$ cat src/cps_params.svh
/*
 Constants for the processor programming-model core: widths, reset values,
 opcodes, the two-byte opcode range and the interrupt vector. Included by the package; the core file uses its macros without an include.
*/
`ifndef CPS_PARAMS_SVH
`define CPS_PARAMS_SVH
`define CPS_IP_W 14
`define CPS_IP_LO_W 8
`define CPS_IP_RESET 14'h0000
`define CPS_PTR_RESET 8'h00
`define CPS_ZERO8 8'h00
`define CPS_ONE8 8'h01
`define CPS_OP_HALT 8'h00
`define CPS_OP_MOV_A_D 8'h19
`define CPS_OP_MOV_A_M 8'h1A
`define CPS_OP_MOV_A_X 8'h1B
`define CPS_OP_MOV_X_D 8'h1C
`define CPS_OP_MOV_X_M 8'h1D
`define CPS_OP_PAGE 8'h1F
`define CPS_OP_POP_A 8'h2B
`define CPS_OP_POP_X 8'h2C
`define CPS_OP_PUSH_A 8'h2D
`define CPS_OP_PUSH_X 8'h2E
`define CPS_OP_SWAP_AX 8'h2F
`define CPS_OP_SWAP_AD 8'h30
`define CPS_OP_ST_M 8'h31
`define CPS_OP_ST_X 8'h32
`define CPS_OP_SUBRET 8'h3F
`define CPS_OP_MOV_AX 8'h40
`define CPS_OP_MOV_XA 8'h41
`define CPS_OP_LDCSP 8'h60
`define CPS_OP_DI 8'h70
`define CPS_OP_EI 8'h72
`define CPS_OP_IRET 8'h73
`define CPS_CALL_HI4_A 4'h5
`define CPS_CALL_HI4_B 4'h9
`define CPS_JMP_HI4 4'h8
`define CPS_TWO_BYTE_MIN 8'h01
`define CPS_TWO_BYTE_MAX 8'h1D
`define CPS_INT_VEC_HI 6'h00
`endif

$ cat src/cps_pkg.sv
/*
 Types shared by the core and its bus helper.
 Assumes cps_params.svh is on the include path.
*/
`include "cps_params.svh"
package cps_pkg;
	// One RAM request toward data memory
	typedef struct packed {
		logic rd;
		logic wr;
		logic [7:0] addr;
		logic [7:0] wdata;
	} cps_ram_req_type;
	// One program memory fetch request
	typedef struct packed {
		logic rd;
		logic [`CPS_IP_W-1:0] addr;
	} cps_fetch_req_type;
	typedef enum logic [3:0] {
		CPS_FETCH, CPS_FETCH_WAIT, CPS_OPER, CPS_OPER_WAIT, CPS_EXEC, CPS_MEM_WAIT,
		CPS_PUSH1, CPS_PUSH2, CPS_POP1, CPS_POP2, CPS_POP_DONE, CPS_HALTED
	} cps_state_type;
endpackage : cps_pkg

$ cat src/cps_addr_gen.sv
/*
 Operand address generator: direct and indexed address forms.
 Assumes its inputs come from registers of the same clock domain.
*/
`timescale 1ns/10ps
`default_nettype none
module cps_addr_gen
(
	input wire logic [7:0] operand, // Constant byte of the instruction
	input wire logic [7:0] index, // Auxiliary operand register
	input wire logic indexed, // High selects indexed form
	output logic [7:0] addr // Resulting RAM address
);
	// Sum wraps within the 8-bit data space
	always_comb
	begin
		if (indexed)
			addr = 8'(operand + index);
		else
			addr = operand;
	end
endmodule // cps_addr_gen
`default_nettype wire

$ cat src/cps_core.sv
/*
 Programming-model core: instruction pointer, call stack, data stack,
 accumulator, auxiliary register and operand addressing.
 Assumes program memory and data RAM that answer in the same cycle as the registered request.
*/
`timescale 1ns/10ps
`default_nettype none
module cps_core
(
	input wire logic clk, // 40 MHz core clock
	input wire logic resetn, // Asynchronous reset, active low
	output cps_pkg::cps_fetch_req_type fetch_req, // Program memory request
	input wire logic [7:0] fetch_data, // Program byte, same cycle as the request
	output cps_pkg::cps_ram_req_type ram_req, // Data RAM request
	input wire logic [7:0] ram_rdata, // RAM read data, same cycle as the request
	input wire logic irq_req, // Interrupt request level, same clock
	input wire logic carry_in, // Carry flag from the arithmetic unit
	input wire logic zero_in, // Zero flag from the arithmetic unit
	output logic irq_ack, // Pulse when an interrupt is taken
	output logic irq_enabled, // Global interrupt enable
	output logic carry_out, // Carry flag held by the core
	output logic zero_out, // Zero flag held by the core
	output logic [7:0] acc_out, // Accumulator
	output logic [7:0] aux_out, // Auxiliary operand register
	output logic halted // High after the halt instruction
);
	import cps_pkg::*;

	cps_state_type state_reg;
	logic [`CPS_IP_W-1:0] ip_reg;
	logic [7:0] opcode_reg;
	logic [7:0] operand_reg;
	logic [7:0] csp_reg;
	logic [7:0] dsp_reg;
	logic [7:0] acc_reg;
	logic [7:0] aux_reg;
	logic carry_reg;
	logic zero_reg;
	logic ie_reg;
	logic restore_flags_reg;
	logic [7:0] pop_low_reg;
	logic [`CPS_IP_W-1:0] save_ip_reg;
	logic pop_to_aux_reg;
	logic [7:0] op_addr;
	logic indexed;
	logic two_byte;
	logic [7:0] ip_lo_inc;
	logic [7:0] byte_one;
	logic [7:0] byte_two;

	// Immediate and memory-operand opcodes carry a second byte
	assign two_byte = (fetch_data >= `CPS_TWO_BYTE_MIN && fetch_data <= `CPS_TWO_BYTE_MAX)
		|| fetch_data == `CPS_OP_ST_M || fetch_data == `CPS_OP_ST_X
		|| fetch_data[7] || fetch_data[7:4] == `CPS_CALL_HI4_A;
	// Low byte increment wraps in the page
	assign ip_lo_inc = 8'(ip_reg[`CPS_IP_LO_W-1:0] + `CPS_ONE8);
	assign indexed = opcode_reg == `CPS_OP_MOV_A_X || opcode_reg == `CPS_OP_ST_X;
	// Saved byte layout: {carry, zero, ip[13:8]} then ip[7:0]
	assign byte_one = {carry_reg, zero_reg, save_ip_reg[`CPS_IP_W-1:`CPS_IP_LO_W]};
	assign byte_two = save_ip_reg[`CPS_IP_LO_W-1:0];

	cps_addr_gen u_addr_gen
	(
		.operand(operand_reg),
		.index(aux_reg),
		.indexed(indexed),
		.addr(op_addr)
	);

	// Sequencer and instruction pointer; firmware changes it only by jump, call, return and page
	always_ff @(posedge clk or negedge resetn)
	begin
		if (!resetn)
		begin
			state_reg <= CPS_FETCH;
			ip_reg <= `CPS_IP_RESET;
			opcode_reg <= `CPS_ZERO8;
			operand_reg <= `CPS_ZERO8;
			save_ip_reg <= `CPS_IP_RESET;
			restore_flags_reg <= 1'b0;
			pop_to_aux_reg <= 1'b0;
		end
		else
		begin
			case (state_reg)
				CPS_FETCH:
				begin
					if (irq_req && ie_reg)
					begin
						save_ip_reg <= ip_reg;
						ip_reg <= {`CPS_INT_VEC_HI, `CPS_ZERO8};
						state_reg <= CPS_PUSH1;
					end
					else
						state_reg <= CPS_FETCH_WAIT;
				end
				CPS_FETCH_WAIT:
				begin
					opcode_reg <= fetch_data;
					ip_reg[`CPS_IP_LO_W-1:0] <= ip_lo_inc;
					state_reg <= two_byte ? CPS_OPER : CPS_EXEC;
				end
				CPS_OPER:
					state_reg <= CPS_OPER_WAIT;
				CPS_OPER_WAIT:
				begin
					operand_reg <= fetch_data;
					ip_reg[`CPS_IP_LO_W-1:0] <= ip_lo_inc;
					state_reg <= CPS_EXEC;
				end
				CPS_EXEC:
				begin
					state_reg <= CPS_FETCH;
					if (opcode_reg == `CPS_OP_PAGE)
						ip_reg[`CPS_IP_W-1:`CPS_IP_LO_W] <= 6'(ip_reg[`CPS_IP_W-1:`CPS_IP_LO_W] + 6'h01);
					else if (opcode_reg[7:4] == `CPS_JMP_HI4)
						ip_reg <= {2'b00, opcode_reg[3:0], operand_reg};
					else if (opcode_reg[7:4] == `CPS_CALL_HI4_A || opcode_reg[7:4] == `CPS_CALL_HI4_B)
					begin
						save_ip_reg <= ip_reg;
						ip_reg <= {2'b00, opcode_reg[3:0], operand_reg};
						state_reg <= CPS_PUSH1;
					end
					else if (opcode_reg == `CPS_OP_IRET || opcode_reg == `CPS_OP_SUBRET)
					begin
						restore_flags_reg <= opcode_reg == `CPS_OP_IRET;
						state_reg <= CPS_POP1;
					end
					else if (opcode_reg == `CPS_OP_POP_A || opcode_reg == `CPS_OP_POP_X)
					begin
						pop_to_aux_reg <= opcode_reg == `CPS_OP_POP_X;
						state_reg <= CPS_MEM_WAIT;
					end
					else if (opcode_reg == `CPS_OP_MOV_A_M || opcode_reg == `CPS_OP_MOV_A_X
						|| opcode_reg == `CPS_OP_MOV_X_M)
					begin
						pop_to_aux_reg <= opcode_reg == `CPS_OP_MOV_X_M;
						state_reg <= CPS_MEM_WAIT;
					end
					else if (opcode_reg == `CPS_OP_HALT)
						state_reg <= CPS_HALTED;
				end
				CPS_MEM_WAIT:
					state_reg <= CPS_FETCH;
				CPS_PUSH1:
					state_reg <= CPS_PUSH2;
				CPS_PUSH2:
					state_reg <= CPS_FETCH;
				CPS_POP1:
					state_reg <= CPS_POP2;
				CPS_POP2:
					state_reg <= CPS_POP_DONE;
				CPS_POP_DONE:
				begin
					ip_reg <= {ram_rdata[`CPS_IP_W-`CPS_IP_LO_W-1:0], pop_low_reg};
					state_reg <= CPS_FETCH;
				end
				CPS_HALTED:
					state_reg <= CPS_HALTED;
				default:
					state_reg <= CPS_FETCH;
			endcase
		end
	end

	// Call stack pointer: up by two on entry, down by two on return
	always_ff @(posedge clk or negedge resetn)
	begin
		if (!resetn)
			csp_reg <= `CPS_PTR_RESET;
		else if (state_reg == CPS_PUSH1 || state_reg == CPS_PUSH2)
			csp_reg <= 8'(csp_reg + `CPS_ONE8);
		else if (state_reg == CPS_POP1 || state_reg == CPS_POP2)
			csp_reg <= 8'(csp_reg - `CPS_ONE8);
		else if (state_reg == CPS_EXEC && opcode_reg == `CPS_OP_LDCSP)
			csp_reg <= acc_reg;
	end

	// Byte two (low address bits) comes off first; byte one with the flags follows
	always_ff @(posedge clk or negedge resetn)
	begin
		if (!resetn)
			pop_low_reg <= `CPS_ZERO8;
		else if (state_reg == CPS_POP2)
			pop_low_reg <= ram_rdata;
	end

	// Data stack pointer: pre-decrement on push, post-increment on pop
	always_ff @(posedge clk or negedge resetn)
	begin
		if (!resetn)
			dsp_reg <= `CPS_PTR_RESET;
		else if (state_reg == CPS_EXEC)
		begin
			if (opcode_reg == `CPS_OP_PUSH_A || opcode_reg == `CPS_OP_PUSH_X)
				dsp_reg <= 8'(dsp_reg - `CPS_ONE8);
			else if (opcode_reg == `CPS_OP_POP_A || opcode_reg == `CPS_OP_POP_X)
				dsp_reg <= 8'(dsp_reg + `CPS_ONE8);
			else if (opcode_reg == `CPS_OP_SWAP_AD)
				dsp_reg <= acc_reg;
		end
	end

	// Accumulator and auxiliary register moves
	always_ff @(posedge clk or negedge resetn)
	begin
		if (!resetn)
		begin
			acc_reg <= `CPS_ZERO8;
			aux_reg <= `CPS_ZERO8;
		end
		else if (state_reg == CPS_MEM_WAIT)
		begin
			if (pop_to_aux_reg)
				aux_reg <= ram_rdata;
			else
				acc_reg <= ram_rdata;
		end
		else if (state_reg == CPS_EXEC)
		begin
			case (opcode_reg)
				`CPS_OP_MOV_A_D: acc_reg <= operand_reg;
				`CPS_OP_MOV_X_D: aux_reg <= operand_reg;
				`CPS_OP_SWAP_AX:
				begin
					acc_reg <= aux_reg;
					aux_reg <= acc_reg;
				end
				`CPS_OP_SWAP_AD: acc_reg <= dsp_reg;
				`CPS_OP_MOV_AX: acc_reg <= aux_reg;
				`CPS_OP_MOV_XA: aux_reg <= acc_reg;
				default: acc_reg <= acc_reg;
			endcase
		end
	end

	// Flags follow the arithmetic unit except while interrupt return restores them
	always_ff @(posedge clk or negedge resetn)
	begin
		if (!resetn)
		begin
			carry_reg <= 1'b0;
			zero_reg <= 1'b0;
		end
		else if (state_reg == CPS_POP_DONE)
		begin
			if (restore_flags_reg)
			begin
				carry_reg <= ram_rdata[`CPS_IP_LO_W-1];
				zero_reg <= ram_rdata[`CPS_IP_LO_W-2];
			end
		end
		else if (state_reg == CPS_EXEC)
		begin
			carry_reg <= carry_in;
			zero_reg <= zero_in;
		end
	end

	// Interrupt enable: off on acknowledge, on after interrupt return completes
	always_ff @(posedge clk or negedge resetn)
	begin
		if (!resetn)
			ie_reg <= 1'b0;
		else if (state_reg == CPS_FETCH && irq_req && ie_reg)
			ie_reg <= 1'b0;
		else if (state_reg == CPS_POP_DONE && restore_flags_reg)
			ie_reg <= 1'b1;
		else if (state_reg == CPS_EXEC && opcode_reg == `CPS_OP_EI)
			ie_reg <= 1'b1;
		else if (state_reg == CPS_EXEC && opcode_reg == `CPS_OP_DI)
			ie_reg <= 1'b0;
	end

	// Registered memory requests
	always_ff @(posedge clk or negedge resetn)
	begin
		if (!resetn)
		begin
			fetch_req <= '0;
			ram_req <= '0;
		end
		else
		begin
			fetch_req.rd <= (state_reg == CPS_FETCH && !(irq_req && ie_reg)) || state_reg == CPS_OPER;
			fetch_req.addr <= ip_reg;
			ram_req <= '0;
			case (state_reg)
				CPS_PUSH1: ram_req <= '{rd: 1'b0, wr: 1'b1, addr: csp_reg, wdata: byte_one};
				CPS_PUSH2: ram_req <= '{rd: 1'b0, wr: 1'b1, addr: csp_reg, wdata: byte_two};
				CPS_POP1: ram_req <= '{rd: 1'b1, wr: 1'b0, addr: 8'(csp_reg - `CPS_ONE8), wdata: `CPS_ZERO8};
				CPS_POP2: ram_req <= '{rd: 1'b1, wr: 1'b0, addr: 8'(csp_reg - `CPS_ONE8), wdata: `CPS_ZERO8};
				CPS_EXEC:
				begin
					if (opcode_reg == `CPS_OP_PUSH_A || opcode_reg == `CPS_OP_PUSH_X)
						ram_req <= '{rd: 1'b0, wr: 1'b1, addr: 8'(dsp_reg - `CPS_ONE8),
							wdata: opcode_reg == `CPS_OP_PUSH_X ? aux_reg : acc_reg};
					else if (opcode_reg == `CPS_OP_POP_A || opcode_reg == `CPS_OP_POP_X)
						ram_req <= '{rd: 1'b1, wr: 1'b0, addr: dsp_reg, wdata: `CPS_ZERO8};
					else if (opcode_reg == `CPS_OP_MOV_A_M || opcode_reg == `CPS_OP_MOV_A_X
						|| opcode_reg == `CPS_OP_MOV_X_M)
						ram_req <= '{rd: 1'b1, wr: 1'b0, addr: op_addr, wdata: `CPS_ZERO8};
					else if (opcode_reg == `CPS_OP_ST_M || opcode_reg == `CPS_OP_ST_X)
						ram_req <= '{rd: 1'b0, wr: 1'b1, addr: op_addr, wdata: acc_reg};
				end
				default: ram_req <= '0;
			endcase
		end
	end

	// Status outputs from flip-flops
	always_ff @(posedge clk or negedge resetn)
	begin
		if (!resetn)
		begin
			irq_ack <= 1'b0;
			irq_enabled <= 1'b0;
			carry_out <= 1'b0;
			zero_out <= 1'b0;
			acc_out <= `CPS_ZERO8;
			aux_out <= `CPS_ZERO8;
			halted <= 1'b0;
		end
		else
		begin
			irq_ack <= state_reg == CPS_FETCH && irq_req && ie_reg;
			irq_enabled <= ie_reg;
			carry_out <= carry_reg;
			zero_out <= zero_reg;
			acc_out <= acc_reg;
			aux_out <= aux_reg;
			halted <= state_reg == CPS_HALTED;
		end
	end
endmodule // cps_core
`default_nettype wire

$ cat config.mk
export PLATFORM = sky130hd
export DESIGN_NAME = cps_core
export DESIGN_NICKNAME = d
export VERILOG_FILES = /design/src/cps_pkg.sv /design/src/cps_addr_gen.sv /design/src/cps_core.sv
export VERILOG_INCLUDE_DIRS = /design/src /design/src/src
export SDC_FILE = /design/constraint.sdc
export NUM_CORES = 1
export LEC_CHECK = 0
export BUFFER_PORTS_ARGS = -buffer_cell sky130_fd_sc_hd__buf_2
export CAP_MARGIN = 20
export CORE_ASPECT_RATIO = 1.25
export CORE_UTILIZATION = 50
export CTS_CLUSTER_DIAMETER = 80
export DETAILED_ROUTE_END_ITERATION = 10
export PLACE_DENSITY = 0.75
export SETUP_SLACK_MARGIN = 0.5
export SLEW_MARGIN = 15
export SYNTH_ARGS = -nofsm -noshare
export SYNTH_HDL_FRONTEND = slang
export SYNTH_SLANG_ARGS = --single-unit
$ cat constraint.sdc
create_clock -name clk -period 2.65 [get_ports clk]
set_input_delay 0.265 -clock clk [delete_from_list [all_inputs] [get_ports clk]]
set_output_delay 0.265 -clock clk [all_outputs]
set_load 0.02 [all_outputs]
-- Yosys cells after proc, flatten, opt, wreduce, memory -nomap -nowiden
Index checks and enable logic that the tools add are counted.
- add/subtract/negate cells: 7
- $lt $le $gt $ge: 2
- equality and inequality tests: 47
- mux-type cells: 55
- bitwise logic cells: 4
- reduce and logical (&&, ||, !) cells: 51
- operators by type and width (kind ; count):
    2-to-1 mux 8 bit ; 15
    2-to-1 mux 14 bit ; 7
    == test 8 x 6 -> 1 bit, second input constant ; 11
    one-hot mux 18 bit (4 select lines) ; 1
    2-to-1 mux 18 bit ; 3
    == test 8 x 5 -> 1 bit, second input constant ; 6
    == test 8 x 7 -> 1 bit, second input constant ; 6
    one-hot mux 4 bit (9 select lines) ; 1
    one-hot mux 8 bit (4 select lines) ; 1
    2-to-1 mux 4 bit ; 7
    one-hot mux 14 bit (2 select lines) ; 1
    adder 8 x 1 -> 8 bit, second input constant ; 3
    == test 4 x 3 -> 1 bit, second input constant ; 6
    == test 4 bit, second input constant ; 6
    one-hot mux 8 bit (3 select lines) ; 1
    one-hot mux 6 bit (3 select lines) ; 1
    2-to-1 mux 17 bit ; 1
    one-hot mux 8 bit (2 select lines) ; 1
    subtractor 8 x 1 -> 8 bit, second input constant ; 2
    logical OR 1 bit ; 15
    2-to-1 mux 1 bit ; 12
    inequality test 2 bit, second input constant ; 6
    nonzero test 3 bit ; 4
    nonzero test 4 bit ; 3
    23 further kinds ; 46
- register bits: 147
- input bits: 21
- output and inout bits: 54

-- Longest topological paths before layout
Gate-level depths: netlist of run 1.
- word-level depth: 10
- gate-level depth with buffers: 10
- depth with buffers taken out: 8

-- By module
A second synthesis of run 1 with hierarchy kept.
- cells, all modules: 838
- area, all modules: 8210.4 sq um
- modules (own cells, without submodules) (module ; instances ; cells each ; area each (sq um)):
    cps_core ; 1 ; 781 ; 7764.9
    cps_addr_gen ; 1 ; 57 ; 445.4

-- Worst setup path before layout of run 1
OpenSTA, ideal clock, no wires.
- kind: reg-to-reg
- from: register dsp_reg[0]
- to: register ram_req[14] (netlist bit)
- arrival time: 2.362 ns
- slack: 0.161 ns
- cell stages (with the launch flop): 10
- period minus slack after synthesis: 2.489 ns
- cell sequence: dfrtp_1 clkbuf_1 inv_1 ha_1 or3b_2 or3_1 nand2_1 a2bb2oi_2 a221o_1 a311o_1
- word-level cells in the longest chain between the ends: 3
- ends and longest elaborated chain (what ; line ; source):
    from (decl) ; cps_core.sv:34 ; logic [7:0] dsp_reg;
    from (signal assigned) ; cps_core.sv:192 ; dsp_reg <= `CPS_PTR_RESET;
    from (signal assigned) ; cps_core.sv:196 ; dsp_reg <= 8'(dsp_reg - `CPS_ONE8);
    from (signal assigned) ; cps_core.sv:198 ; dsp_reg <= 8'(dsp_reg + `CPS_ONE8);
    subtractor 8 x 1 -> 8 bit (no source line) ; - ;
    2-to-1 mux 18 bit ; cps_core.sv:295 ; if (opcode_reg == `CPS_OP_PUSH_A || opcode_reg == `CPS_OP_PUSH_X)
    one-hot mux 18 bit (4 select lines) ; cps_core.sv:288 ; case (state_reg)
    to (signal assigned) ; cps_core.sv:289 ; CPS_PUSH1: ram_req <= '{rd: 1'b0, wr: 1'b1, addr: csp_reg, wdata: byte_one};
    to (signal assigned) ; cps_core.sv:290 ; CPS_PUSH2: ram_req <= '{rd: 1'b0, wr: 1'b1, addr: csp_reg, wdata: byte_two};
    to (signal assigned) ; cps_core.sv:296 ; ram_req <= '{rd: 1'b0, wr: 1'b1, addr: 8'(dsp_reg - `CPS_ONE8),
    to (decl) ; cps_core.sv:14 ; output cps_pkg::cps_ram_req_type ram_req,
Every way passes these cells.
A chain may end at the register's enable or synchronous reset.

-- Worst setup path in the final report of run 1
- from: register dsp_reg[1]
- to: register ram_req[14] (netlist bit)
Same word-level chain as after synthesis.

==> results of run 1 <==
-- cell usage after synthesis (12+ instances only) --
library cell / n
clkbuf_1: 34
a31oi_1: 12
and3_1: 14
nor3_1: 16
xnor2_1: 12
a221o_1: 20
buf_2: 15
mux2_2: 44
nand3_1: 16
ha_1: 13
dfrtp_1: 147
o31ai_1: 15
inv_1: 18
a21oi_1: 53
o21ai_0: 54
mux2i_1: 20
nand2_1: 63
nor2_1: 84
-- final timing paths --
check	slack [ns]	cells after the start	endpoint
worst min-delay path	0.12	2	pop_low_reg[6]
worst min register to register	0.40	0	zero_out
max in group asynchronous	1.62	3	save_ip_reg[4]
worst max register to register	0.38	8	ram_req[14]
worst max-delay path	0.38	8	ram_req[14]
min in group asynchronous	0.35	2	csp_reg[5]
-- layout make-up --
type	count	area [um2]	area share [%]
Multi-Input combinational cell	599	4540	43.8
Sequential cell	147	3690	35.6
Timing Repair Buffer	172	1190	11.5
Clock buffer	17	425	4.10
Tap cell	212	265	2.56
Clock inverter	15	185	1.78
Inverter	18	70.1	0.675
-- through the flow --
stage                     total power, mW  instances
after floorplan                      7.40        822
after global placement               9.03       1104
after detailed placement             9.12       1104
after CTS                            12.1       1160
after global routing                 13.5       1180
final                                12.9       1180
-- per-layer routing --
layer  global-route usage [%]  wire (um)
met4                     18.8       1600
met2                     47.8      12300
met1                     39.7      10100
met3                     7.12       2230
met5                        0          0
-- repair_timing --
| item | CTS | global route |
|---|---|---|
| gates cloned | 1 | 1 |
| resized for setup | 47 | 76 |
| endpoints found under the setup margin | 59 | 56 |
| pin swaps | 13 | 29 |
| hold buffers | 1 | 0 |
| endpoints found under the hold margin | 51 | 0 |
| setup buffers | 22 | 19 |
-- logic make-up after synthesis --
| kind of cell | synth area share, % |
|---|---|
| AOI/OAI and AO/OA | 21.3 |
| and+or+nand+nor | 16.0 |
| adders and majority gates | 2.26 |
| xor gates and xnor gates | 1.74 |
| DFF | 45.5 |
| buffers and inverters | 4.37 |
| muxes | 8.80 |
-- power breakdown --
| part | switching (mW) | total, mW | internal, mW | leakage, nW |
|---|---|---|---|---|
| Sequential | 1.13 | 4.28 | 3.14 | 1.86 |
| Combinational | 3.48 | 6.09 | 2.61 | 2.53 |
| Clock | 1.09 | 2.52 | 1.43 | 0.296 |
==> reports/metrics.csv, run 1 <==
metric,value,unit
Pleak,4.69,nW
critical-path cell with the highest stage delay,dfrtp_2,
H-tree depth,4,
IO Pins,75,
top cell type by total area after synthesis,dfrtp_1,
Layout Nets,990,
CP Capture Type,flop,
synthesis-to-layout area growth,28.5,%
Area after DPL,0.00892,mm2
final worst slack,0.378,ns
Critical Path Source Type,flop,
Largest register FFs,18,
status,finished clean,
share of layout cells above drive strength 1,36.4,%
main flop type after synthesis,dfrtp_1,
Setup Total Neg Slack,0,ns
DR vias/cell,6.55,
Setup Skew,0.0110,ns
CP startpoint,dsp_reg[1],
Hold Crit Class,input port to flop,
initial antenna violation count,0,
FILL cells,1194,
Ys Warns,0,
Syn Nets,857,
sequential-to-total area share from yosys stat,45.5,%
Netlist cell types,84,
DR iter-0 viols,914,
"commonest non-fill, non-tap cells in the layout","134 x dfrtp_1, 82 x buf_4, 78 x nor2_1, 73 x buf_2, 57 x nand2_1",
number of global-route vias before repair,6984,
VDD IR max,0.000639,V
"CP delay by family, top",simple AND/OR/NAND/NOR gates,
Fin. Hold Viols,0,
final setup violation count,0,
worst skew pair latency,0.44,ns
Sink Count,147,
Final Cycle Share,85.7,%
number of instances in the synthesized netlist,822,
Biggest register,ram_req,
placer congestion estimate,0.925,
mapped cell area,0.00808,mm2
Die Span Y,144,um
r2r startpoint,dsp_reg[1],
pwr/cell area,1240,mW/mm2
fin area,0.0104,mm2
DRT Wirelength,26.3,mm
root buf cell,clkbuf_16,
Avg Inst Size Synth,9.83,um2
Max-slew headroom,57.3,%
antenna-violating nets left,0,
Yosys reg bits,147,
Longest Clk Path Bufs,2,
Antenna Cells,0,
fmax,440,MHz
MaxCap Viol Count,0,
DR WL/cell,22.3,um
number of port buffers,74,
Remaining DRCs,0,
via count,7727,
crit-path cells,"inv_2, ha_4, or3b_4, or3_4, nand2_2, a2bb2oi_2, a221o_1, a311o_1",
Post-synth EDFFs,0,
HP Start,ram_rdata[6],
core area,0.0157,mm2
die extent in x,116,um
Post-Place Setup Slack,0.180,ns
cts bufs inserted,17,
GRT Resource Usage Total,31.0,%
Post-DP HPWL,16.8,mm
total grt overflow,0,
largest net degree at the start of global routing,54,
RSZ-0062 raised after global routing,true,
Tightest Pin Transition,0.634,ns
Crit Path Category,flop to flop,
# rows,51,
"Clk pin slew, worst setup/hold paths",0.07,ns
initial cell density of the core,51.5,%
die area,0.0167,mm2
final worst path period need,2.27,ns
Synth area leaders,"dfrtp_1 46%, mux2_2 6.1%, nor2_1 3.9%, o21ai_0 3.3%, a21oi_1 3.3%",
biggest regs,"ram_req (18), fetch_req (15)",
Pins Over Slew Limit,0,
Max stage delay on crit path,0.41,ns
CTS tree,yes,
CP max FO,2,
global-route wire length before repair,38.5,mm
"Buf+Inv Stages, Crit Path",1,
Min Hold Slack,0.120,ns
CP Data Arrival Time,2.59,ns
Post-synth ARST share,100,%
Final Core Density,66.1,%
Initial DRT Pass Iterations,5,
Critical Path RT,2.96,ns
Synth top area share,45.5,%
"most common cell after layout, fill and taps aside",dfrtp_1,
Note: power is estimated with default switching activity, not from simulation.
==> inputs of run 2 (changes only) <==
Settings changed: PLACE_DENSITY 0.75 to 0.72.
==> run 2 against run 1 <==
Against the previous run: register-to-register slack better by 0.03 ns; combinational power is 5.3% lower; power decreased by 4.8%; global-route usage decreased by 0.68 points; hold slack lost 0.011 ns; critical path type unchanged; critical endpoint unchanged; largest cell class unchanged.
==> reports/metrics.csv, run 2 (synthesized netlist as in run 1, its figures left out) <==
metric,value,unit
status,finished clean,
Largest register FFs,18,
register area,0.00369,mm2
Critical Path RT,2.95,ns
DR iter-0 viols,689,
synthesis-to-layout area growth,25.0,%
Final Cycle Share,84.6,%
Post-Place Setup Slack,0.247,ns
WP depth,8,
die extent in x,116,um
fin area,0.0101,mm2
DR WL/cell,21.4,um
H-tree depth,4,
Pins Over Slew Limit,0,
share of layout cells above drive strength 1,33.6,%
Remaining DRCs,0,
r2r startpoint,operand_reg[1],
Sink Count,147,
Max-slew headroom,47.8,%
Min Hold Slack,0.109,ns
Crit Path Category,flop to flop,
Max stage delay on crit path,0.47,ns
CP max FO,6,
"Clk pin slew, worst setup/hold paths",0.06,ns
CP Capture Type,flop,
"commonest non-fill, non-tap cells in the layout","138 x dfrtp_1, 80 x nor2_1, 73 x buf_2, 71 x buf_4, 58 x nand2_1",
Post-DP HPWL,17.1,mm
Die Span Y,144,um
final worst slack,0.409,ns
Biggest register,ram_req,
total grt overflow,0,
Worst Setup EP,ram_req[14],
MaxCap Viol Count,0,
crit-path cells,"buf_4, fa_1, nand3_1, nand2_1, a21o_1, a21oi_1, xnor2_1, a311o_1",
final worst path period need,2.24,ns
# rows,51,
worst r2r dst,ram_req[14],
Fin. Hold Viols,0,
fmax,446,MHz
global-route wire length before repair,37.8,mm
area of the multi-input gates,0.00443,mm2
FF-to-FF path depth,8,
CP startpoint,operand_reg[1],
IO Pins,75,
Cells after DPL,1104,
FF-to-FF setup slack,0.41,ns
Tightest Pin Transition,0.775,ns
placer congestion estimate,0.923,
initial antenna violation count,0,
root buf cell,clkbuf_16,
worst skew pair latency,0.43,ns
Hold Crit Class,input port to flop,
"Buf+Inv Stages, Crit Path",1,
biggest regs,"ram_req (18), fetch_req (15)",
Layout Nets,975,
Pleak,4.54,nW
number of global-route vias before repair,6784,
via count,7372,
FILL cells,1235,
pwr/cell area,1220,mW/mm2
"most common cell after layout, fill and taps aside",dfrtp_1,
Critical Path Source Type,flop,
CTS tree,yes,
initial cell density of the core,51.5,%
Setup Total Neg Slack,0,ns
VDD IR max,0.000578,V
critical-path cell with the highest stage delay,fa_1,
DR vias/cell,6.33,
Antenna Cells,0,
largest net degree at the start of global routing,52,
RSZ-0062 raised after global routing,true,
final non-filler cell total,1165,
"CP delay by family, top",compound AO/OA/AOI/OAI gates,
final setup violation count,0,
CP Data Arrival Time,2.55,ns
number of port buffers,74,
GRT Resource Usage Total,30.4,%
die area,0.0167,mm2
core area,0.0157,mm2
Area after DPL,0.00892,mm2
antenna-violating nets left,0,
Setup Skew,0.00839,ns
cts bufs inserted,17,
Initial DRT Pass Iterations,7,
Longest Clk Path Bufs,2,
DRT Wirelength,25.0,mm
## run 2: repair_timing
action / CTS / global route
hold buffers: 1 / 0
endpoints found under the setup margin: 39 / 71
resized for setup: 27 / 62
pin swaps: 6 / 20
hold endpoints to repair: 49 / 0
gates cloned: 1 / 0
buffers inserted: 11 / 16
## run 2: cell type report
cell class,instances,area share [%]
tap,212,2.63
sequential,147,36.6
timing repair buffer,157,10.6
clock inverter,13,1.17
clock buffer,19,4.39
inverter,18,0.731
multi-input combinational,599,43.9
## run 2: how the worst min path moves through the flow
stage | from | endpoint | slack, ns | cells past startpoint
after floorplan | resetn | acc_out[0] | -0.03 | 0
after global placement | resetn | ram_req[8] | 0.25 | 1
after detailed placement | resetn | ram_req[8] | 0.25 | 1
after CTS | fetch_data[2] | opcode_reg[2] | 0.11 | 3
after global routing | ram_rdata[7] | pop_low_reg[7] | 0.11 | 2
final | ram_rdata[7] | pop_low_reg[7] | 0.11 | 2
## run 2: stage by stage
step | power, mW | util (%)
after global placement | 9.01 | 56.8
after floorplan | 7.40 | -
after CTS | 11.6 | 61.7
final | 12.3 | 64.3
after detailed placement | 9.07 | 56.8
after global routing | 12.9 | 64.3
## run 2: metal layers
metal | share of wire [%] | global-route usage, % | wire length, um | vias to the layer above
met5 | 0 | 0 | 0 | -
met4 | 4.4 | 15.5 | 1090 | 0
met3 | 8.0 | 6.41 | 2000 | 86
met2 | 48 | 47.7 | 11900 | 404
met1 | 40 | 39.6 | 10000 | 3602
li1 | - | - | - | 3280
## run 2: power by group
group | internal (mW) | total, mW | switching (mW)
Sequential | 3.14 | 4.20 | 1.06
Clock | 1.25 | 2.30 | 1.05
Combinational | 2.47 | 5.77 | 3.30
==> inputs of run 3 (changes only) <==
Clock period 2.65 ns to 1.92 ns, I/O delays scaled along.
==> run 3 against run 2 <==
Against the previous run: the flow now finishes with violations (setup timing); hold slack got worse by 0.066 ns; first-iteration DRC count increased by 20%; critical path depth is 1 lower; utilization increased by 12 points; via count up 16%; sequential power rose by 35%; critical endpoint is now aux_reg[2].
==> reports/metrics.csv, run 3 (synthesized netlist as in run 1, its figures left out) <==
metric,value,unit
MaxCap Viol Count,0,
net switching power,9.15,mW
Cells after DPL,1199,
Fin. Hold Viols,0,
die extent in x,116,um
total grt overflow,0,
root buf cell,clkbuf_16,
number of global-route vias before repair,8119,
die area,0.0167,mm2
global-route wire length before repair,44.4,mm
cts bufs inserted,17,
fmax,442,MHz
IO Pins,75,
Pleak,5.46,nW
pwr/cell area,1720,mW/mm2
register area,0.00368,mm2
Longest Clk Path Bufs,2,
logic gate share of total power,56.1,%
Largest register FFs,18,
H-tree depth,4,
Max-slew headroom,62.4,%
Area after DPL,0.0100,mm2
CP Capture Type,flop,
CTS tree,yes,
FF-to-FF path depth,7,
area of the multi-input gates,0.00518,mm2
CP max FO,8,
Critical Path RT,2.24,ns
"Clk pin slew, worst setup/hold paths",0.07,ns
Pins Over Slew Limit,0,
initial cell density of the core,51.5,%
critical-path cell with the highest stage delay,or4b_4,
Post-DP HPWL,18.9,mm
antenna-violating nets left,0,
Hold Crit Class,input port to flop,
post-layout power,20.7,mW
status,"finished, violations left",
via count,8577,
DRT Wirelength,31.6,mm
Clock power frac,16.5,%
DR WL/cell,24.8,um
Antenna Cells,0,
core area,0.0157,mm2
share of layout cells above drive strength 1,47.5,%
"commonest non-fill, non-tap cells in the layout","145 x dfrtp_1, 137 x buf_4, 73 x buf_2, 65 x nor2_1, 44 x nand2_1",
GRT Resource Usage Total,35.9,%
Final Cycle Share,118,%
Critical Path Source Type,flop,
RSZ-0062 raised after global routing,true,
Pint,11.5,mW
Cells on Worst Hold Path,2,
failing checks,setup timing,
Reg power frac,27.4,%
crit-path cells,"or4b_4, nor3_2, o21ai_2, buf_12, mux2i_1, a21oi_1, mux2_2",
Layout Nets,1085,
DR vias/cell,6.73,
synthesis-to-layout area growth,48.8,%
VDD IR max,0.00109,V
Initial DRT Pass Iterations,6,
Sink Count,147,
Setup Skew,0.0137,ns
Tightest Pin Transition,0.563,ns
placer congestion estimate,0.948,
Max stage delay on crit path,0.56,ns
Die Span Y,144,um
Switching Fraction,44.3,%
Crit Path Category,flop to flop,
final non-filler cell total,1275,
DR iter-0 viols,829,
Post-Place Setup Slack,-0.337,ns
initial antenna violation count,0,
worst skew pair latency,0.44,ns
fin area,0.0120,mm2
"most common cell after layout, fill and taps aside",dfrtp_1,
Remaining DRCs,0,
final worst path period need,2.26,ns
final worst slack,-0.343,ns
biggest regs,"ram_req (18), fetch_req (15)",
FILL cells,949,
# rows,51,
number of port buffers,74,
final setup violation count,79,
Final Core Density,76.6,%
Biggest register,ram_req,
largest net degree at the start of global routing,55,
CP Data Arrival Time,2.58,ns
run 3: changes by cell type in the layout (fill, tap and decap cells not counted), sizes merged:
cell	previous run	this run
bufinv	0	1
a21bo	3	2
and3b	3	4
clkinvlp	6	1
buf	156	264
clkbuf	19	24
inv	23	24
run 3: metrics by stage:
stage | setup TNS [ns] | hold WS (ns)
floorplan | -8.94 | -0.104
global placement | -10.04 | 0.194
detailed placement | -11.86 | 0.199
CTS | -8.23 | 0.0248
global route | -19.29 | 0.0412
finish | -13.84 | 0.0430
run 3: final timing paths:
path                          startpoint        endpoint  slack, ns
hold reg to reg                 zero_reg        zero_out       0.43
hold / removal              ram_rdata[7]  pop_low_reg[7]       0.04
max in group asynchronous         resetn       ip_reg[4]       0.97
setup / recovery           opcode_reg[4]      aux_reg[2]      -0.34
setup reg to reg           opcode_reg[4]      aux_reg[2]      -0.34
min in group asynchronous         resetn      ram_req[8]       0.30
run 3: layout make-up:
type	count	share of cell area, %
Timing Repair Buffer	267	18.5
Multi-Input combinational cell	599	43.1
Sequential cell	147	30.6
Inverter	18	0.604
Clock inverter	10	0.916
Tap cell	212	2.21
Clock buffer	22	4.03
run 3: critical path: cells and delay by family (launching register included):
family	cells	cell delay, ns
mux	2	0.48
compound gates	2	0.26
flops	1	0.42
simple gates	2	0.79
buf+inv	1	0.18
run 3: routing by layer:
layer,share of wire (%),GRT usage [%]
met5,0,0
met4,8.5,21.9
met3,8.7,7.12
met2,48,61.0
met1,35,41.6
run 3: repair_timing:
item                                    CTS  global route
setup buffers                            16            22
pin swaps                                36            49
cloned                                    3             2
endpoints found under the setup margin  111           111
endpoints found under the hold margin    51             0
hold buffers                              1             0
resized for setup                       124           103
run 3: power by group through the flow:
stage | Clock (mW) | Combinational (mW) | Sequential [mW]
after floorplan | 0 | 5.24 | 5.65
after global placement | 0 | 8.79 | 5.45
after detailed placement | 0 | 8.96 | 5.50
after CTS | 3.38 | 9.95 | 5.49
after global routing | 3.52 | 12.1 | 5.77
final | 3.41 | 11.6 | 5.67
